<file path="config.mk">
export PLATFORM = sky130hd
export DESIGN_NAME = shls_handler
export DESIGN_NICKNAME = d
export VERILOG_FILES = /design/src/common/shls_pkg.sv /design/src/verilog/shls_handler.sv
export VERILOG_INCLUDE_DIRS = /design/src /design/src/common
export SDC_FILE = /design/constraint.sdc
export NUM_CORES = 1
export LEC_CHECK = 0
export ABC_AREA = 1
export BUFFER_PORTS_ARGS = -buffer_cell sky130_fd_sc_hd__buf_4
export CORE_MARGIN = 5
export CORE_UTILIZATION = 45
export DETAILED_ROUTE_END_ITERATION = 8
export PLACE_DENSITY = 0.67
export SYNTH_ARGS = -nofsm -noshare
export SYNTH_HDL_FRONTEND = slang
export SYNTH_SLANG_ARGS = --single-unit
</file>
<file path="constraint.sdc">
create_clock -name core_clk -period 1.5 [get_ports core_clk]
set_input_delay 0.075 -clock core_clk [delete_from_list [all_inputs] [get_ports core_clk]]
set_output_delay 0.075 -clock core_clk [all_outputs]
set_load 0.005 [all_outputs]
</file>
<file path="src/common/shls_defs.svh">
// Constants of the handler sorting and control port block
// Assumes a 25 MHz core clock
`ifndef SHLS_DEFS_SVH
`define SHLS_DEFS_SVH
`define SHLS_CLK_MHZ        25
`define SHLS_TRIG_MIN_US    1
`define SHLS_START_MIN_US   200
`define SHLS_START_CYC      (`SHLS_START_MIN_US * `SHLS_CLK_MHZ)
`define SHLS_TRIG_CYC       (`SHLS_TRIG_MIN_US * `SHLS_CLK_MHZ)
`define SHLS_RETRIG_WAIT_US 0
`define SHLS_GRADE_W        4
`define SHLS_LINES_RST      16'hffff
`endif

</file>
<file path="src/common/shls_pkg.sv">
// Types of the handler sorting and control port block
// Assumes nothing beyond the defs header
package shls_pkg;
  typedef enum logic [1:0] {
    SHLS_MODE_POINT = 2'h0,
    SHLS_MODE_LIST  = 2'h1,
    SHLS_MODE_SWEEP = 2'h2
  } shls_mode_t;
  typedef enum logic [3:0] {
    SHLS_IDLE  = 4'h1,
    SHLS_WAIT  = 4'h2,
    SHLS_MEAS  = 4'h4,
    SHLS_DONE  = 4'h8
  } shls_state_t;
endpackage

</file>
<file path="src/verilog/shls_handler.sv">
// Handler port logic: grade line mapping, done flags, power loss, trigger
// Assumes measurement core pulses on the same clock; pins are asynchronous
//
// Function
// - Line meaning is chosen by the measurement mode: point and list share the grade mapping, sweep has its own.
// - List grades 1-9 go to lines one to nine, 10-15 to six extra lines, plus an invalid flag.
// - In list mode the sorting lines are cleared at the start and set only after the whole list finishes.
// - In list and sweep modes analog-done asserts when the last point's analog part ends.
// - Measurement-done asserts only after the scan ends with all lines valid.
// - In sweep mode lines one to four show pass of curves one to four.
// - In sweep mode lines five to eight show fail of curves one to four.
// - The power-loss output asserts whenever power is lost, in every mode.
// - The external start and keylock inputs are taken from the handler.
// - List handshake timing uses the same limits as point measurement.
// - With external trigger selected a falling edge of the active-low start input starts measuring.
// - Measuring starts no earlier than the minimum delay after the trigger edge.
`timescale 1ns/1ps
`include "shls_defs.svh"
`default_nettype none
module shls_handler (
  input  wire logic        core_clk,
  input  wire logic        rst_n,
  input  wire logic [1:0]  meas_mode,
  input  wire logic        external_start_input_sel,
  input  wire logic        external_start_input_n,
  input  wire logic        keylock_in_n,
  input  wire logic        power_fail,
  input  wire logic        analog_last_done,
  input  wire logic        result_valid,
  input  wire logic [3:0]  result_grade,
  input  wire logic        result_invalid,
  input  wire logic [3:0]  curve_pass,
  input  wire logic [3:0]  curve_fail,
  output logic             meas_start_ff,
  output logic             keylock_ff,
  output logic [8:0]       grade_lines_one_to_nine_n_ff,
  output logic             grade_ten_flag_n_ff,
  output logic             grade_eleven_flag_n_ff,
  output logic             grade_twelve_flag_n_ff,
  output logic             grade_thirteen_flag_n_ff,
  output logic             grade_fourteen_flag_n_ff,
  output logic             grade_fifteen_flag_n_ff,
  output logic             invalid_result_flag_n_ff,
  output logic             analog_done_n_ff,
  output logic             measurement_done_flag_n_ff,
  output logic             power_loss_n_ff
);
  localparam logic [13:0] START_CYC = 14'(`SHLS_START_CYC);

  // ------------------------------------------------------------------
  // Input synchronisers
  // ------------------------------------------------------------------
  logic [1:0] trig_sync_ff;
  logic [1:0] key_sync_ff;
  logic [1:0] pwr_sync_ff;
  logic       trig_prev_ff;
  always_ff @(posedge core_clk or negedge rst_n) begin
    if (!rst_n) begin
      trig_sync_ff <= 2'h0;
      key_sync_ff  <= 2'h0;
      pwr_sync_ff  <= 2'h0;
      trig_prev_ff <= 1'b0;
    end else begin
      trig_sync_ff <= {trig_sync_ff[0], ~external_start_input_n};
      key_sync_ff  <= {key_sync_ff[0], ~keylock_in_n};
      pwr_sync_ff  <= {pwr_sync_ff[0], power_fail};
      trig_prev_ff <= trig_sync_ff[1];
    end
  end
  wire trig_rise = trig_sync_ff[1] & ~trig_prev_ff;

  always_ff @(posedge core_clk or negedge rst_n) begin
    if (!rst_n) begin
      keylock_ff      <= 1'b0;
      power_loss_n_ff <= 1'b1;
    end else begin
      keylock_ff      <= key_sync_ff[1];
      power_loss_n_ff <= ~pwr_sync_ff[1];
    end
  end

  // ------------------------------------------------------------------
  // Trigger sequencer
  // ------------------------------------------------------------------
  shls_pkg::shls_state_t state_ff;
  logic [13:0]           dly_ff;
  logic                  ext_mode;
  assign ext_mode = external_start_input_sel;
  always_ff @(posedge core_clk or negedge rst_n) begin
    if (!rst_n) begin
      state_ff      <= shls_pkg::SHLS_IDLE;
      dly_ff        <= 14'h0;
      meas_start_ff <= 1'b0;
    end else begin
      meas_start_ff <= 1'b0;
      unique case (state_ff)
        shls_pkg::SHLS_IDLE, shls_pkg::SHLS_DONE: begin
          if (ext_mode && trig_rise) begin
            state_ff <= shls_pkg::SHLS_WAIT;
            dly_ff   <= 14'h0;
          end
        end
        shls_pkg::SHLS_WAIT: begin
          if (dly_ff == START_CYC - 14'h1) begin
            state_ff      <= shls_pkg::SHLS_MEAS;
            meas_start_ff <= 1'b1;
          end else begin
            dly_ff <= dly_ff + 14'h1;
          end
        end
        shls_pkg::SHLS_MEAS: begin
          if (result_valid) begin
            state_ff <= shls_pkg::SHLS_DONE;
          end
        end
      endcase
    end
  end

  // ------------------------------------------------------------------
  // Sorting lines and done flags
  // ------------------------------------------------------------------
  logic [15:0] dec;
  assign dec = 16'h1 << result_grade;
  always_ff @(posedge core_clk or negedge rst_n) begin
    if (!rst_n) begin
      grade_lines_one_to_nine_n_ff <= 9'h1ff;
      grade_ten_flag_n_ff          <= 1'b1;
      grade_eleven_flag_n_ff       <= 1'b1;
      grade_twelve_flag_n_ff       <= 1'b1;
      grade_thirteen_flag_n_ff     <= 1'b1;
      grade_fourteen_flag_n_ff     <= 1'b1;
      grade_fifteen_flag_n_ff      <= 1'b1;
      invalid_result_flag_n_ff     <= 1'b1;
      analog_done_n_ff             <= 1'b1;
      measurement_done_flag_n_ff   <= 1'b1;
    end else begin
      if (meas_start_ff) begin
        grade_lines_one_to_nine_n_ff <= 9'h1ff;
        grade_ten_flag_n_ff          <= 1'b1;
        grade_eleven_flag_n_ff       <= 1'b1;
        grade_twelve_flag_n_ff       <= 1'b1;
        grade_thirteen_flag_n_ff     <= 1'b1;
        grade_fourteen_flag_n_ff     <= 1'b1;
        grade_fifteen_flag_n_ff      <= 1'b1;
        invalid_result_flag_n_ff     <= 1'b1;
        analog_done_n_ff             <= 1'b1;
        measurement_done_flag_n_ff   <= 1'b1;
      end
      // A result in the start cycle wins over the clear
      if (state_ff == shls_pkg::SHLS_MEAS) begin
        if (analog_last_done) begin
          analog_done_n_ff <= 1'b0;
        end
        if (result_valid) begin
          invalid_result_flag_n_ff   <= ~result_invalid;
          measurement_done_flag_n_ff <= 1'b0;
          unique case (meas_mode)
            2'(shls_pkg::SHLS_MODE_SWEEP): begin
              grade_lines_one_to_nine_n_ff <= {1'b1, ~curve_fail, ~curve_pass};
            end
            default: begin
              grade_lines_one_to_nine_n_ff <= ~dec[9:1];
              grade_ten_flag_n_ff          <= ~dec[10];
              grade_eleven_flag_n_ff       <= ~dec[11];
              grade_twelve_flag_n_ff       <= ~dec[12];
              grade_thirteen_flag_n_ff     <= ~dec[13];
              grade_fourteen_flag_n_ff     <= ~dec[14];
              grade_fifteen_flag_n_ff      <= ~dec[15];
            end
          endcase
        end
      end
    end
  end

  // ------------------------------------------------------------------
  // Assertions
  // ------------------------------------------------------------------
  // Cycles since the last accepted trigger, for the start delay check
  logic [13:0] gap_cnt_ff;
  always_ff @(posedge core_clk or negedge rst_n) begin
    if (!rst_n) begin
      gap_cnt_ff <= 14'h0;
    end else if ((state_ff == shls_pkg::SHLS_IDLE || state_ff == shls_pkg::SHLS_DONE) &&
                 ext_mode && trig_rise) begin
      gap_cnt_ff <= 14'h0;
    end else if (gap_cnt_ff != 14'h3fff) begin
      gap_cnt_ff <= gap_cnt_ff + 14'h1;
    end
  end
  property p_start_delay;
    @(posedge core_clk) disable iff (!rst_n)
      meas_start_ff |-> gap_cnt_ff >= START_CYC;
  endproperty
  a_start_delay: assert property (p_start_delay) else $error("Start came too early");
  property p_clear;
    @(posedge core_clk) disable iff (!rst_n)
      (meas_start_ff && !analog_last_done && !result_valid) |=>
      measurement_done_flag_n_ff && analog_done_n_ff;
  endproperty
  a_clear: assert property (p_clear) else $error("Done flags not cleared");
  property p_done;
    @(posedge core_clk) disable iff (!rst_n)
      $fell(measurement_done_flag_n_ff) |-> $past(result_valid);
  endproperty
  a_done: assert property (p_done) else $error("Done without valid result");
  property p_sweep;
    @(posedge core_clk) disable iff (!rst_n)
      (state_ff == shls_pkg::SHLS_MEAS && result_valid && !meas_start_ff &&
       meas_mode == 2'(shls_pkg::SHLS_MODE_SWEEP)) |=>
      grade_lines_one_to_nine_n_ff[7:0] == ~{$past(curve_fail), $past(curve_pass)};
  endproperty
  a_sweep: assert property (p_sweep) else $error("Sweep lines wrong");
  property p_pwr;
    @(posedge core_clk) disable iff (!rst_n)
      pwr_sync_ff[1] |=> !power_loss_n_ff;
  endproperty
  a_pwr: assert property (p_pwr) else $error("Power loss not shown");
  property p_hold;
    @(posedge core_clk) disable iff (!rst_n)
      (state_ff == shls_pkg::SHLS_DONE && !meas_start_ff) |=>
      $stable(grade_lines_one_to_nine_n_ff);
  endproperty
  a_hold: assert property (p_hold) else $error("Lines changed while held");
endmodule
`default_nettype wire
</file>
Yosys cells after proc, flatten, opt, wreduce, memory -nomap -nowiden

Cells that the tools add are included.

Logic and storage cells: 97
Register bits: 46
Bits in latches: 0
Memories: 0
ROM bits: 0
Bits in writable memories: 0
Output and inout bits: 21

Bitwise logic cells: 15
Shifts and indexed selects: 1
Divide/modulo/power cells: 0
Multiplexer cells: 46
Multipliers: 0
Equality and inequality tests: 10
$add $sub $neg: 1
Order comparisons: 0
Reductions and logical operators: 5

Operators by type and width:

| operator                                               | count |
|---|---|
| 2-to-1 mux 9 bit                                       | 4 |
| 2-to-1 mux 1 bit                                       | 35 |
| 2-to-1 mux 14 bit                                      | 2 |
| one-hot mux 14 bit (2 select lines)                    | 1 |
| left shift 1 x 4 -> 16 bit (first input constant)      | 1 |
| adder 14 x 1 -> 14 bit (second input constant)         | 1 |
| equality test 14 x 13 -> 1 bit (second input constant) | 1 |
| 2-to-1 mux 4 bit                                       | 3 |
| one-hot mux 4 bit (3 select lines)                     | 1 |
| inverter 1 bit                                         | 11 |
| inverter 9 bit                                         | 1 |
| != test 2 bit (second input constant)                  | 4 |
| inverter 4 bit                                         | 2 |
| AND reduction 3 bit                                    | 2 |
| equality test 4 x 1 -> 1 bit (second input constant)   | 1 |
| equality test 4 x 2 -> 1 bit (second input constant)   | 1 |
| equality test 4 x 3 -> 1 bit (second input constant)   | 1 |
| equality test 4 bit (second input constant)            | 1 |
| equality test 2 bit (second input constant)            | 1 |
| nonzero test 2 bit                                     | 1 |
| OR reduction 2 bit                                     | 1 |
| bitwise AND 1 bit                                      | 1 |
| logical AND 1 bit                                      | 1 |

Depth between registers and ports, before layout

Gate-level depths: netlist of run 1.

Depth after elaboration: 5
Gate-level depth with buffers: 10
Gate-level depth less buffers: 9

Worst setup path before layout of run 1

OpenSTA, ideal clock, no wires.

Path type: register to register
From: register state_ff[0]
To: register dly_ff[11]
Arrival time: 1.229 ns
Buffers on the path: 1
Period minus slack after synthesis: 1.347 ns
Setup slack: 0.153 ns
Cell stages (with the launch flop): 11
Required time: 1.382 ns
Path through: dfstp_2 > inv_1 > nand2_1 > nand2_1 > nand3_1 > nand2_1 > inv_2 > nand2_4 > buf_12 > nand2_2 > nand2_1

Cells in the longest elaborated chain, start to end: 4
Elaborated cells on any way between the ends: 9
Classes of those cells: eq/ne: 5; mux: 1; reduce/logical: 3

Ends and longest elaborated chain:

| item                                                                        | RTL line            | source |
|---|---|---|
| from (decl)                                                                 | shls_handler.sv:85  | `shls_pkg::shls_state_t state_ff;` |
| from (signal assigned)                                                      | shls_handler.sv:91  | `state_ff <= shls_pkg::SHLS_IDLE;` |
| from (signal assigned)                                                      | shls_handler.sv:99  | `state_ff <= shls_pkg::SHLS_WAIT;` |
| from (signal assigned)                                                      | shls_handler.sv:105 | `state_ff <= shls_pkg::SHLS_MEAS;` |
| equality test 4 x 1 -> 1 bit / equality test 4 bit (equally long branches)  | shls_handler.sv:96  | `unique case (state_ff)` |
| OR reduction 2 bit                                                          | shls_handler.sv:96  |  |
| != test 2 bit (no source line) / nonzero test 2 bit (equally long branches) | n/a                 |  |
| AND reduction 3 bit (no source line)                                        | n/a                 |  |
| to (signal assigned)                                                        | shls_handler.sv:108 | `dly_ff <= dly_ff + 14'h1;` |
| to (decl)                                                                   | shls_handler.sv:86  | `logic [13:0] dly_ff;` |

Parallel ways exist; a longest one is shown, timed or not.
A chain may end at the register's enable or synchronous reset.

Worst setup path in the final report of run 1

From: register state_ff[0]
To: register dly_ff[0]

The elaborated chain is that of the path after synthesis.

==> flow_summary.ini, run 1 <==
[routing]
vias_per_cell = 4.96
drtIter0Drc = 71
wl_mm = 5.43
drc = 0
vias = 2088
avgRoutedWirePerCell_microns = 12.9
first_pass_iters = 4
drtAntennaViolNets = 0

[place]
post-place-ws_ns = 0.0273
post-dp-hpwl_mm = 3.78
dpl_cell_area_sq_mm = 0.00275
numPortBuffers = 43
place_congestion = 0.864

[critical_path]
worst_setup_path_end_kind = register
crit_path_cell_trace = inv_1 > nand2_1 > nand2_1 > nand3_2 > nand2_2 > inv_4 > nand2_8 > nand2_1 > o21ai_0
cp_slowest_cell = dfstp_2
cp_slowest_stage_delay_ns = 0.58
crit_family = flip-flops
path_buf_inv = 2
cp.required_ns = 1.67
worst-path-max-fanout = 10
crit_top_cell = nand2_1
worstPathArrival_ns = 1.58
critPathLaunchType = register
crit_type = reg -> reg

[clocking]
cts_htree_levels = 2
clockBufferDepth = 2
clock-sinks = 46
clock_latency_ns = 0.29
path_clk_slew_ns = 0.09
cts_root_buf = clkbuf_8
cts_tree = built
cts_buffers = 5

[grt]
grt_max_degree = 47
grt_pass1_wl_mm = 9.16
antenna_found_initial = 0
grt_usage_pct = 17.4
grt_pass1_vias = 2010
grt_remaining_overflow = 0

[power]
power.switching_mw = 1.71
swShare_pct = 36.1
pwr-share-seq_pct = 41.9
power.leakage_nw = 1.37
power.density_mw_per_mm2 = 1580
combPwrFrac_pct = 38.6
ir_worst_vdd_v = 0.000859
p_int_mw = 3.03
p_clk_share_pct = 19.4

[final_layout]
syn_to_final_growth_pct = 28.0
layout-drive-gt1-share_pct = 33.9
fin_area_sq_mm = 0.00301
fin_nets = 374
n_antenna_cell = 0
fin_util_pct = 59.2

[sta]
fmax_mhz = 708
maxSlewViolCount = 0
setup-tns-final_ns = 0
final_hold_viol_count = 0
slew_headroom_pct = 62.4
period_share_pct = 94.2
fin_skew_ns = 0.00589
period_minus_slack_ns = 1.41
setup_ws_ns = 0.0869
worst_slew_pin_slew_ns = 0.564
setup_viol = 0

[floorplan]
core_area_sq_mm = 0.00507
die_w_microns = 82.2
io_pins = 44
dieHeight_microns = 82.2
die_area_sq_mm = 0.00676
start_util_pct = 46.3
core.rowCount = 26

[yosys]
yosys.cell_types.count = 29
synth.area.top_cells = dfrtp_1, dfstp_2, nand2_1
synth.net_count = 317
yosysWarnings = 0
yosysTopAreaCell = dfrtp_1
synthCells = 293
syn-cell-area_sq_mm = 0.00235
syn-mean-instance-area_sq_um = 8.01
ys_seq_elements = 46
synth_seq_area_share_pct = 50.1
synth_top_area_share_pct = 27.7

[flow_run]
drv_cap = 0

[status]
outcome = finished clean

[hold_path]
hold_path.class = in -> reg
-- synth_stat cells, drive strengths merged --
library cell / instances
o21ai: 27
inv: 40
nor2: 28
a31oi: 1
o21bai: 1
buf: 3
nand3: 38
or2: 2
o22ai: 1
clkbuf: 3
a21oi: 2
o31a: 1
dfrtp: 26
and3: 1
nor3: 7
dfstp: 20
nand2: 85
ha: 1
nand4: 6
-- registers in the layout (all words and copies together), names as in the netlist, 2 cells and up --
name,cells
key_sync_ff,2
state_ff,4
trig_sync_ff,2
dly_ff,14
grade_lines_one_to_nine_n_ff,9
pwr_sync_ff,2
-- layout by cell type (no fill, tap or decap), types with 2 or more instances in the layout --
| master | instances |
|---|---|
| nand3_2 | 2 |
| o21ai_1 | 9 |
| nor2_1 | 20 |
| nor2_4 | 4 |
| nor3_1 | 6 |
| nor2_2 | 4 |
| o21ai_0 | 16 |
| nand2_2 | 16 |
| nand2_1 | 68 |
| inv_2 | 6 |
| o21ai_2 | 2 |
| buf_4 | 48 |
| dlygate4sd3_1 | 6 |
| nand3_1 | 35 |
| nand2_8 | 2 |
| clkbuf_8 | 5 |
| dfrtp_1 | 25 |
| inv_1 | 33 |
| nand4_1 | 6 |
| a21oi_1 | 2 |
| dfstp_2 | 20 |
| or2_2 | 2 |
-- timing repair --
item / 4_1_cts / 5_1_grt
endpoints found under the setup margin: 0 / 22
gates resized for setup: 0 / 19
buffers inserted: 0 / 1
hold buffers: 6 / 0
endpoints found under the hold margin: 31 / 0
-- power groups by stage --
| stage | registers [mW] | clock network, mW | logic [mW] |
|---|---|---|---|
| 4_1_cts | 1.99 | 0.949 | 1.62 |
| 2_1_floorplan | 1.99 | 0 | 1.03 |
| 5_1_grt | 2.03 | 1.01 | 2.06 |
| 3_3_place_gp | 2.00 | 0 | 1.58 |
| 6_report | 1.99 | 0.922 | 1.83 |
| 3_5_place_dp | 2.01 | 0 | 1.60 |
-- logic make-up after synthesis --
| kind of cell | count (synthesis) | synth area share [%] |
|---|---|---|
| DFF | 46 | 50.1 |
| and+or+nand+nor | 167 | 33.4 |
| AOI/OAI and AO/OA | 33 | 7.73 |
| buffers and inverters | 46 | 8.26 |
| adders and majority gates | 1 | 0.533 |
-- final cells by class --
cell class                      count  area [sq um]
Sequential cell                    46          1180
Tap cell                           70          87.6
Multi-Input combinational cell    202          1050
Clock inverter                      2          37.5
Inverter                           40           153
Clock buffer                        6          72.6
Timing Repair Buffer               55           432
Fill cell                         482          2070
-- per-layer routing --
layer  global-route usage [%]  part of all wire (%)
met1                     22.3                    45
met2                     28.8                    49
met3                     4.34                   5.0
met4                     5.15                  0.98
met5                        0                     0
-- worst register-to-register path, stage by stage, from the launching register on --
cell and delay, ns:
dfstp_2 0.58, inv_1 0.06, nand2_1 0.05, nand2_1 0.06, nand3_2 0.10, nand2_2 0.08, inv_4 0.11, nand2_8 0.09
nand2_1 0.07, o21ai_0 0.09
-- metrics by stage --
stage | power [mW] | std cells | hold slack [ns]
finish | 4.75 | 421 | 0.00456
global route | 5.10 | 421 | 0.0163
CTS | 4.56 | 419 | 0.00100
detailed placement | 3.61 | 405 | 0.116
global placement | 3.57 | 405 | 0.113
floorplan | 3.02 | 293 | -0.221
-- worst paths after layout --
path                                               start                                        end  slack, ns  cells after the start
worst max register to register   state_ff[0]$_DFFE_PN1P_                      dly_ff[0]$_DFFE_PN0P_       0.09                      9
worst min-delay path                       curve_fail[0]  grade_lines_one_to_nine_n_ff[4]$_DFF_PN1_      0.005                      4
worst min register to register  key_sync_ff[1]$_DFF_PN0_                       keylock_ff$_DFF_PN0_       0.35                      0
max in group asynchronous                          rst_n                    state_ff[3]$_DFFE_PN0P_       0.77                      2
worst max-delay path             state_ff[0]$_DFFE_PN1P_                      dly_ff[0]$_DFFE_PN0P_       0.09                      9
min in group asynchronous                          rst_n                      dly_ff[1]$_DFFE_PN0P_       0.32                      2
Note: power is estimated with default switching activity, not from simulation.
==> run 2: changes to the inputs <==
Settings changed: CORE_UTILIZATION 45 to 33, PLACE_DENSITY 0.67 to unset.
==> run 2 against run 1 <==
Hold slack improved by 0.010 ns. Die area increased by 32%. First-iteration DRC count increased by 5.6%. Cell count increased by 9.3%. Power increased by 0.61%. Largest cell class unchanged.
==> flow_summary.ini, run 2 (synthesis gave the netlist of run 1 again) <==
[power]
swShare_pct = 36.7
power.density_mw_per_mm2 = 1510
ir_worst_vdd_v = 0.000688
power.switching_mw = 1.75
p_int_mw = 3.02
combPwrFrac_pct = 40.0
power.leakage_nw = 1.44
pwr-share-seq_pct = 41.3
p_clk_share_pct = 18.7

[grt]
grt_usage_pct = 13.0
grt_max_degree = 47
grt_remaining_overflow = 0
antenna_found_initial = 0
grt_pass1_wl_mm = 9.28
grt_pass1_vias = 2017

[final_layout]
fin_util_pct = 45.9
multiInputGateArea_sq_mm = 0.00105
regArea_sq_mm = 0.00118
syn_to_final_growth_pct = 34.4
largest_reg_flops = 14
n_antenna_cell = 0
largestRegisters = dly_ff x14, grade_lines_one_to_nine_n_ff x9, state_ff x4
layout_common_cells = nand2_1, buf_4, nand3_1
mostFrequentLayoutCell = nand2_1
layout-drive-gt1-share_pct = 34.3
fill_cells = 718
fin_nets = 387
largest-register = dly_ff

[sta]
hold_ws_ns = 0.0147
setup-tns-final_ns = 0
period_minus_slack_ns = 1.36
fmax_mhz = 734
maxSlewViolCount = 0
final_hold_viol_count = 0
worst_slew_pin_slew_ns = 0.577
fin_skew_ns = 0.00876
slew_headroom_pct = 61.5
setup_viol = 0
period_share_pct = 90.9

[clocking]
clock_latency_ns = 0.30
cts_tree = built
clock-sinks = 46
path_clk_slew_ns = 0.09
cts_buffers = 5
cts_root_buf = clkbuf_8
clockBufferDepth = 2
cts_htree_levels = 2

[routing]
vias_per_cell = 4.65
wl_mm = 5.51
first_pass_iters = 4
avgRoutedWirePerCell_microns = 12.0
drtAntennaViolNets = 0
vias = 2137
drc = 0
drtIter0Drc = 75

[floorplan]
io_pins = 44
core.rowCount = 30
start_util_pct = 34.2
die_w_microns = 94.3
dieHeight_microns = 94.3
die_area_sq_mm = 0.00890
core_area_sq_mm = 0.00687

[hold_path]
hold_path.class = in -> reg

[critical_path]
cp_slowest_stage_delay_ns = 0.40
cp_slowest_cell = dfrtp_1
worstPathArrival_ns = 1.56
crit_type = reg -> reg
worst-path-max-fanout = 9
cp.required_ns = 1.70
crit_top_cell = nand2_1
worst_setup_path_end_kind = register
crit_path_cell_trace = buf_4 > inv_1 > nand2_1 > nand2_1 > nand3_1 > nand2_2 > clkinv_4 > nand2_8 > o21ai_1
critPathLaunchType = register

[flow_run]
drv_cap = 0

[place]
numPortBuffers = 43
post-dp-hpwl_mm = 3.88
place_congestion = 0.824

[status]
outcome = finished clean
[run 2: changes by cell type in the layout (fill, tap and decap cells not counted), sizes merged]
cell	change
buf	+7
bufinv	-1
clkinv	+2
dlygate4sd3	+6
inv	-1
[run 2: power groups by stage]
stage / sequential, mW / combinational (mW) / clock [mW]
6_report: 1.97 / 1.91 / 0.892
5_1_grt: 2.03 / 2.15 / 0.966
4_1_cts: 1.98 / 1.74 / 0.922
3_5_place_dp: 1.99 / 1.71 / 0
3_3_place_gp: 1.99 / 1.69 / 0
2_1_floorplan: 1.99 / 1.03 / 0
[run 2: final cells by class]
class | instances | share of cell area [%]
clock buffer | 6 | 2.98
clock inverter | 2 | 0.436
inverter | 40 | 5.04
multi-input combinational | 202 | 33.3
sequential | 46 | 37.3
tap | 96 | 3.81
timing repair buffer | 68 | 17.1
[run 2: repair_timing]
item	CTS	global route
hold buffers	12	0
endpoints found under the setup margin	15	20
setup buffers	1	0
endpoints found under the hold margin	37	0
pin swaps	1	2
gates cloned	0	1
gates resized for setup	1	17
[run 2: path summary, 6_finish.rpt]
kind / slack (ns) / cells past startpoint / start / endpoint
max reg2reg: 0.14 / 9 / state_ff[3]$_DFFE_PN0P_ / dly_ff[12]$_DFFE_PN0P_
min in group asynchronous: 0.30 / 2 / rst_n / dly_ff[13]$_DFFE_PN0P_
min reg2reg: 0.35 / 0 / pwr_sync_ff[0]$_DFF_PN0_ / pwr_sync_ff[1]$_DFF_PN0_
min: 0.01 / 4 / curve_fail[1] / grade_lines_one_to_nine_n_ff[5]$_DFF_PN1_
max in group asynchronous: 0.80 / 2 / rst_n / grade_fifteen_flag_n_ff$_DFF_PN1_
max: 0.14 / 9 / state_ff[3]$_DFFE_PN0P_ / dly_ff[12]$_DFFE_PN0P_
[run 2: worst max-delay path, delay by kind of cell, from the launching register on]
kind	cells	cell delay (ns)
compound gates	1	0.08
buf+inv	3	0.32
flops	1	0.40
simple gates	5	0.47
[run 2: routing by layer]
metal	part of all wire (%)	up-vias	wire length, microns	global-route usage (%)
met5	0	-	0	0
met4	0.76	0	42	4.33
met3	3.7	5	203	1.99
met2	48	37	2650	22.0
met1	47	1012	2620	17.1
li1	-	1083	-	-
[run 2: stage by stage]
stage	area, sq um	setup WS (ns)	total power [mW]	cells
final	3150	0.137	4.78	460
after CTS	3080	0.0365	4.64	459
after global placement	2840	-0.0961	3.68	438
after floorplan	2350	0.153	3.02	293
after detailed placement	2840	-0.155	3.70	438
after global routing	3150	-0.000154	5.14	460
==> run 3: changes to the inputs <==
Clock period 1.5 ns to 1.17 ns, I/O delays scaled along.
==> run 3 against run 2 <==
Largest cell class is now multi-input combinational cells. Critical endpoint is now dly_ff[7]$_DFFE_PN0P_. Sequential share of layout area fell by 5.5 points. First-iteration DRC count grew 51%. The run now ends with negative setup slack left. Critical path type unchanged. Die area unchanged. Utilization is 8.1 points higher. Critical path depth decreased by 2. Power is 52% higher.
==> flow_summary.ini, run 3 (synthesis gave the netlist of run 1 again) <==
[final_layout]
fin_nets = 423
largest-register = dly_ff
n_antenna_cell = 0
final_cells = 496
layout_common_cells = buf_4, nand2_1, inv_1
layout-drive-gt1-share_pct = 53.5
largestRegisters = dly_ff x14, grade_lines_one_to_nine_n_ff x9, state_ff x4
syn_to_final_growth_pct = 58.0
largest_reg_flops = 14
mostFrequentLayoutCell = buf_4

[floorplan]
core_area_sq_mm = 0.00687
core.rowCount = 30
die_area_sq_mm = 0.00890
dieHeight_microns = 94.3
start_util_pct = 34.2
die_w_microns = 94.3
io_pins = 44

[power]
power.leakage_nw = 1.70
power.density_mw_per_mm2 = 1960
ir_worst_vdd_v = 0.000820

[sta]
setup_viol = 37
maxSlewViolCount = 0
final_hold_viol_count = 0
worst_slew_pin_slew_ns = 0.578
fin_skew_ns = 0.00610
rsz0062_at_grt = true
slew_headroom_pct = 61.5
period_share_pct = 121
setup_ws_ns = -0.244
fmax_mhz = 707
period_minus_slack_ns = 1.41

[clocking]
clock_latency_ns = 0.30
clock-sinks = 46
clockBufferDepth = 2
cts_htree_levels = 2
cts_tree = built
cts_root_buf = clkbuf_8
cts_buffers = 5
path_clk_slew_ns = 0.09

[status]
violations = negative setup slack
outcome = finished, violations left

[routing]
vias_per_cell = 4.65
drtIter0Drc = 113
drtAntennaViolNets = 0
drc = 0
avgRoutedWirePerCell_microns = 12.7
first_pass_iters = 4
wl_mm = 6.28
vias = 2305

[grt]
grt_max_degree = 47
grt_usage_pct = 14.2
grt_pass1_vias = 2179
grt_pass1_wl_mm = 10.0
grt.met2_usage_pct = 23.8
grt_util_met1_pct = 18.3
grt_remaining_overflow = 0
antenna_found_initial = 0
grt.met3_usage_pct = 2.95
grt_most_used_layer = met2

[critical_path]
crit_path_cell_trace = nor2_4 > nand3_4 > inv_4 > nand3_4 > nand2_8 > nand2_2 > o21ai_2
cp_slowest_cell = dfrtp_2
path_buf_inv = 1
critPathLaunchType = register
crit_top_cell = nand3_4
cp_slowest_stage_delay_ns = 0.45
reg2reg_from = state_ff[3]$_DFFE_PN0P_
crit_type = reg -> reg
crit_family = simple AND/OR/NAND/NOR gates
cp.required_ns = 1.40
rrSetupSlack_ns = -0.24
worst_setup_path_end_kind = register
worstPathArrival_ns = 1.64
cp-startpoint = state_ff[3]$_DFFE_PN0P_
worst-path-max-fanout = 5

[place]
dp_cells = 460
numPortBuffers = 43
post-place-ws_ns = -0.216
place_congestion = 0.845
post-dp-hpwl_mm = 4.10

[hold_path]
hp-start = result_grade[2]
hold_path.class = in -> reg

[flow_run]
drv_cap = 0
## run 3: cell types whose count changed in the layout (fill, tap and decap cells not counted), sizes merged
cell         previous run  this run
dlygate4sd3            12        14
clkinvlp                1         2
inv                    39        41
clkinv                  2         0
buf                    56        88
clkbuf                  6         5
nand2                  86        88
## run 3: final timing paths
| check | to | cells past startpoint |
|---|---|---|
| max in group asynchronous | meas_start_ff$_DFF_PN0_ | 2 |
| min | grade_lines_one_to_nine_n_ff[3]$_DFF_PN1_ | 3 |
| min reg2reg | trig_sync_ff[1]$_DFF_PN0_ | 0 |
| max reg2reg | dly_ff[7]$_DFFE_PN0P_ | 7 |
| min in group asynchronous | trig_prev_ff$_DFF_PN0_ | 2 |
| max | dly_ff[7]$_DFFE_PN0P_ | 7 |
## run 3: per-layer routing
| metal | vias to the layer above | wire length (microns) |
|---|---|---|
| met3 | 8 | 254 |
| met1 | 1073 | 2690 |
| li1 | 1163 | - |
| met2 | 61 | 3230 |
| met4 | 0 | 113 |
| met5 | - | 0 |
## run 3: cell type report
cell class | count | area [sq um]
Fill cell | 627 | 3160
Multi-Input combinational cell | 204 | 1320
Sequential cell | 46 | 1180
Timing Repair Buffer | 102 | 820
Inverter | 40 | 175
Tap cell | 96 | 120
Clock buffer | 5 | 68.8
Clock inverter | 3 | 23.8
## run 3: worst min-delay path: stages
cell	delay, ns
buf_4	0.10
and3_1	0.16
o21ai_2	0.06
## run 3: timing repair
item / 4_1_cts / 5_1_grt
pin swaps: 13 / 21
resized for setup: 27 / 72
setup endpoints to repair: 34 / 36
cloned: 2 / 1
hold buffers: 14 / 0
setup buffers: 2 / 11
endpoints found under the hold margin: 39 / 0
## run 3: through the flow
step	power [mW]	utilization, %	TNS (ns)	hold WS (ns)	area [sq um]
2_1_floorplan	3.97	-	-1.42	-0.237	2390
3_3_place_gp	5.10	44.3	-4.06	0.100	3040
3_5_place_dp	5.16	44.3	-5.02	0.104	3040
4_1_cts	6.53	49.5	-4.42	0.0561	3400
5_1_grt	7.77	54.0	-8.44	0.0866	3710
6_report	7.27	54.0	-6.09	0.0841	3710
## run 3: power breakdown
group	switching (mW)	leakage, nW	internal [mW]
combinational	1.90	1.12	1.81
clock	0.576	0.0408	0.428
sequential	0.333	0.539	2.22
total	2.81	1.70	4.46
